File: src/inc/lock_cfg.svh
// Constants for the section lock checker
`ifndef LOCK_CFG_SVH
`define LOCK_CFG_SVH
`define LOCK_FIELD_OPEN 2'h3
`define LOCK_FIELD_NOWRITE 2'h2
`define LOCK_FIELD_FULL 2'h0
`define LOCK_FIELD_NOREAD 2'h1
`define LOCK_FIELD_RESET 2'h3
`define LOCK_HIGH_POS 1
`define LOCK_LOW_POS 0
`define BOOT_START_DEFAULT 14'h3800
`define VEC_APP_BASE 14'h0000
`endif

File: src/inc/lock_pkg.sv
// Types shared by the section lock checker
package lock_pkg;
   typedef enum logic [1:0] {
      OP_NONE = 2'h0,
      OP_LOAD = 2'h1,
      OP_STORE = 2'h3
   } op_type;
   typedef struct packed {
      op_type op;
      logic [13:0] pc;
      logic [13:0] target;
   } access_type;
   typedef struct packed {
      logic granted;
      logic denied;
   } verdict_type;
   typedef enum logic [1:0] {
      ST_IDLE = 2'h0,
      ST_CHECK = 2'h1,
      ST_ANSWER = 2'h3
   } state_type;
endpackage : lock_pkg

File: src/rtl/lock_field_reg.sv
// One 2-bit lock field: software may only program, erase restores
`include "lock_cfg.svh"
module lock_field_reg
   import lock_pkg::*;
(
   input wire logic sys_clk,
   input wire logic rst_b,
   input wire logic [1:0] init_value,
   input wire logic init_load,
   input wire logic [1:0] prog_value,
   input wire logic prog_strobe,
   input wire logic erase,
   output logic [1:0] field
);
   // ==========================================
   // Field storage
   // A bit only moves 1 to 0 except on reset, erase or load; load copies stored bits
   always_ff @(posedge sys_clk or negedge rst_b) begin
      if (!rst_b) begin
         field <= `LOCK_FIELD_RESET;
      end else if (erase) begin
         field <= `LOCK_FIELD_RESET;
      end else if (init_load) begin
         field <= init_value;
      end else if (prog_strobe) begin
         field <= field & prog_value;
      end
   end
endmodule : lock_field_reg

File: config.mk
export PLATFORM = sky130hd
export DESIGN_NAME = lock_field_reg
export DESIGN_NICKNAME = d
export VERILOG_FILES = /design/src/inc/lock_pkg.sv /design/src/rtl/lock_field_reg.sv
export VERILOG_INCLUDE_DIRS = /design/src /design/src/inc
export SDC_FILE = /design/constraint.sdc
export NUM_CORES = 1
export LEC_CHECK = 0
export BUFFER_PORTS_ARGS = -buffer_cell sky130_fd_sc_hd__clkbuf_2
export CORE_AREA = 10 10 47 49
export CTS_BUF_LIST = sky130_fd_sc_hd__clkbuf_8 sky130_fd_sc_hd__clkbuf_16
export DETAILED_ROUTE_END_ITERATION = 10
export DIE_AREA = 0 0 57 59
export PLACE_DENSITY_LB_ADDON = 0.1
export SLEW_MARGIN = 40
export SYNTH_ARGS = -nofsm -noshare
export SYNTH_HDL_FRONTEND = slang
export SYNTH_SLANG_ARGS = --single-unit
File: constraint.sdc
create_clock -name sys_clk -period 1 [get_ports sys_clk]
set_clock_uncertainty 0.1 [all_clocks]
set_input_delay 0.2 -clock sys_clk [delete_from_list [all_inputs] [get_ports sys_clk]]
set_output_delay 0.2 -clock sys_clk [all_outputs]
set_load 0.02 [all_outputs]
After elaboration in Yosys (flattened, before gate mapping)
Cells that the tools add are included.
- bitwise operators: 1
- multiplexer cells: 3
- reductions and logical operators: 1
- operator list (kind ; count):
    $mux W2 ; 3
    $reduce_bool A3 Y1 ; 1
    $and A2 B2 Y2 ; 1
- output and inout bits: 2
- logic and storage cells: 6
- input bits: 9
- register bits: 2

Longest topological paths before layout
- word-level depth: 4
- depth in mapped cells: 2
- depth with buffers taken out: 2

Worst setup path before layout
OpenSTA, ideal clock, no wires.
- path type: register -> register
- start point: register field[0]
- end point: register field[0]
- arrival: 0.738 ns
- cell stages (with the launch flop): 3
- data required time: 0.831 ns
- path slack: 0.093 ns
- buffers on the path: 0
- clock period less this slack: 0.907 ns
- library setup time: 0.069 ns
- path through: dfstp_2 -> nand2b_1 -> o21ai_2
- cells in the longest elaborated chain, start to end: 4
- ends and longest elaborated chain (item ; line ; source):
    start, declared ; lock_field_reg.sv:13 ; output logic [1:0] field
    start signal, assigned ; lock_field_reg.sv:20 ; field <= `LOCK_FIELD_RESET;
    start signal, assigned ; lock_field_reg.sv:22 ; field <= `LOCK_FIELD_RESET;
    start signal, assigned ; lock_field_reg.sv:24 ; field <= init_value;
    $and A2 B2 Y2 ; lock_field_reg.sv:26 ; field <= field & prog_value;
    $mux W2 ; lock_field_reg.sv:25 ; end else if (prog_strobe) begin
    $mux W2 ; lock_field_reg.sv:23 ; end else if (init_load) begin
    $mux W2 ; lock_field_reg.sv:21 ; end else if (erase) begin
No other way between the ends. The select of a mux whose other input is x is not followed.
A chain may end at the register's enable or synchronous reset.

Worst setup path in the final report
- start point: register field[1]
- end point: output field[1]
No word-level cell between the ends.

==> impl_summary.txt <==
----------------------------------------------------
[Min path]
  Worst hold path cell count ... 3
  Classification of the worst-slack hold path ... primary input to flip-flop

[Yosys]
  Synthesized Nets ... 19
  Share of synthesized area spent on multiplexers ... 0%
  Synthesized area ... just over 100 um^2
  Library cell with the largest summed area after synthesis ... sky130_fd_sc_hd__dfstp_2
  Register area share after synthesis ... around 52%
  Synthesized-area fraction occupied by and/or/nand/nor cells ... about 25%
  Synthesized netlist cell count ... 10
  Number of register bits inferred by synthesis ... 2
  Top cells by area in the synthesized netlist ... sky130_fd_sc_hd__dfstp_2 52%, sky130_fd_sc_hd__nand2b_1 12%, sky130_fd_sc_hd__nor2b_1 12%, sky130_fd_sc_hd__a21oi_1 9.9%, sky130_fd_sc_hd__o21ai_2 8.6%
  Synthesized-area fraction occupied by adder cells ... 0%
  Combinational family with the most area after synthesis ... simple AND/OR/NAND/NOR gates
  Warnings, synthesis ... 0
  Synthesized-area fraction occupied by xor and xnor cells ... 0%
  Top-area cell type share of the netlist area ... 51.9%
  Number of distinct library cells after synthesis ... 6
  Compound-cell area share of the yosys netlist ... approximately a quarter
  Average instance area after synthesis ... approximately 10 um^2

[GRT]
  Global route overflow ... 0
  Largest net degree at the start of global routing ... 5
  Via count of the first global-routing pass ... around 170
  Overall track demand over capacity in global routing ... under 10%
  Antenna violations before repair ... 0
  Global-route wire length before repair ... roughly 670 um

[STA]
  Smallest setup slack after layout ... -0.148 ns
  Worst Max-Slew Pin Slew ... 0.152 ns
  Post-layout minimum cycle time ... 1.15 ns
  Min Hold Slack ... between 0.1 and 0.15 ns
  Relative max-transition margin ... between 80% and 90%
  Final count of hold timing violations ... 0
  Fmax ... 871 MHz
  Share of the clock period used by the worst path ... 115%
  Count of final max-slew check failures ... 0
  Unrepaired setup endpoints after global routing ... true
  Setup Total Neg Slack ... -0.365 ns
  Setup-violating endpoint count in the final report ... 3

[Power]
  Internal power component ... between 0.3 and 0.4 mW
  Total power per unit cell area ... approximately 1800 nW/um^2
  Leak pwr ... between 0.1 and 0.15 nW
  Sequential group share of total power ... 19.8%
  Part of the total power dissipated in combinational logic ... around 17%
  Part of the total power dissipated in the clock network ... between 60% and 70%
  Net switching fraction of the power ... 18.8%
  Max IR drop VDD ... 0.000444 V
  Net Sw Power ... 0.0926 mW

[Critical path]
  Kind of cell with the highest combined delay on the critical path ... flip-flops
  Worst-path cell chain ... buf_8
  Startpoint types ... flip-flop
  Path length in cells of the critical path ... 1
  Peak per-stage delay on the critical path ... approximately 0.53 ns
  Buffers plus inverters on the worst setup path ... 1
  Crit path DAT ... ~0.85 ns
  Classification of the worst setup path ... flip-flop to output port
  Critical path peak fanout ... 2
  Nature of the critical path endpoint ... output port
  Slowest cell on crit path ... sky130_fd_sc_hd__dfstp_2
  Worst endpoint required time ... around 0.7 ns
  R2r worst-path depth ... 4

[Run]
  Max Cap Viol ... 0

[Floorplan]
  Initial core utilization ... ~7.2%
  # IOs ... 11
  Height of the chip ... between 50 and 60 um
  Area of the core region ... 1400 um^2
  Area enclosed by the die boundary ... about 3400 um^2
  Width of the die ... between 50 and 60 um
  Placement row count ... 14

[Routing]
  Vias after detailed routing ... between 100 and 150
  Iteration count of the initial detailed-routing pass ... 1
  DRT Wirelength ... around 420 um
  Average wire per cell in the routed design ... a little under 10 um
  Via count normalized by instance count ... approximately 3
  DRC violations left ... 0
  Routed Antenna Nets ... 0
  Initial DRC Count ... 0

[Layout]
  Post-layout net count ... 38
  Biggest regs ... field x2
  Most flops, register ... field
  Final cell count without fillers ... 43
  Util after Layout ... 19.7%
  Layout overhead on the synthesized area ... 173%
  Max reg flops ... 2
  Total inserted antenna cells ... 0
  Layout cell share with drive strength beyond 1 ... between 70 and 80%

[Clock tree]
  Clock insertion delay at the later pin of the skew report ... around 0.21 ns
  Maximum level of the CTS H-tree ... 1
  Sinks on the clock net ... 2
  TritonCTS clock tree ... built
  Clock Root Buffer ... sky130_fd_sc_hd__clkbuf_8
  Number of buffers created by CTS ... 3
  Buffer depth of the longest clock path ... 2
  Clock-pin slew on the worst setup and hold paths ... around 0.03 ns

[Status]
  Result of the run ... finished, violations left
  Violations in the final reports ... setup timing

[Placement]
  Minimum setup slack after placement ... around 0.016 ns
  Placer's final routability congestion estimate ... roughly 0.56
  Number of placed instances, taps included ... 36
  Number of input and output port buffers inserted ... 10

----------------------------------------------------
[power groups by stage]
stage	Sequential (mW)	Combinational [mW]	Clock (mW)
after detailed placement	0.0968	0.0484	0
after floorplan	0.104	0.0140	0
final	0.0973	0.0824	0.312
after global placement	0.0953	0.0493	0
after CTS	0.0958	0.0705	0.327
after global routing	0.0982	0.0896	0.332
[logic make-up (layout without fill, tap and decap cells)]
kind of cell           Yosys count  count (layout)
AND/OR/NAND/NOR                  4               4
flip-flops                       2               2
buffers and inverters            0              17
AO/OA/AOI/OAI                    4               4
[metrics by stage]
step	total power [mW]	cell area (um^2)
6_report	0.491	277
5_1_grt	0.520	277
4_1_cts	0.494	255
3_5_place_dp	0.145	171
3_3_place_gp	0.145	171
2_1_floorplan	0.118	101
[synthesized netlist by cell type]
library cell and number:
sky130_fd_sc_hd__a21oi_1 2, sky130_fd_sc_hd__dfstp_2 2, sky130_fd_sc_hd__nand2b_1 2, sky130_fd_sc_hd__nor2b_1 2, sky130_fd_sc_hd__o21ai_1 1, sky130_fd_sc_hd__o21ai_2 1
[worst paths after layout]
path                            end  slack (ns)      from
setup / recovery           field[1]       -0.15  field[1]
hold / removal             field[0]        0.12     erase
setup reg to reg           field[0]       -0.07  field[0]
hold reg to reg            field[1]        0.50  field[1]
max in group asynchronous  field[0]        0.39     rst_b
min in group asynchronous  field[1]        0.39     rst_b
[placed cells by master (no fill, tap or decap), drive strengths merged]
cell	n
nand2b	2
nor2b	2
a21oi	2
o21ai	2
dfstp	2
dlygate4sd3	1
buf	5
clkbuf	11
[cell type report]
type | count | area, um^2
Clock buffer | 3 | 41.3
Fill cell | 165 | 1120
Multi-Input combinational cell | 8 | 56.3
Sequential cell | 2 | 52.6
Tap cell | 16 | 20.0
Timing Repair Buffer | 14 | 106
[per-layer routing]
metal	vias up	share of wire, %	GRT usage (%)
met2	11	28	2.02
met3	0	17	2.79
met1	50	56	3.44
met4	0	0	5.03
met5	-	0	0
li1	69	-	-
[repair_timing]
action                     4_1_cts  5_1_grt
hold buffers                     1        0
gates resized for setup          4        4
hold endpoints to repair         2        0
setup buffers                    2        1
setup endpoints to repair        2        3
pin swaps                        0        1
Note: power is estimated with default switching activity, not from simulation.
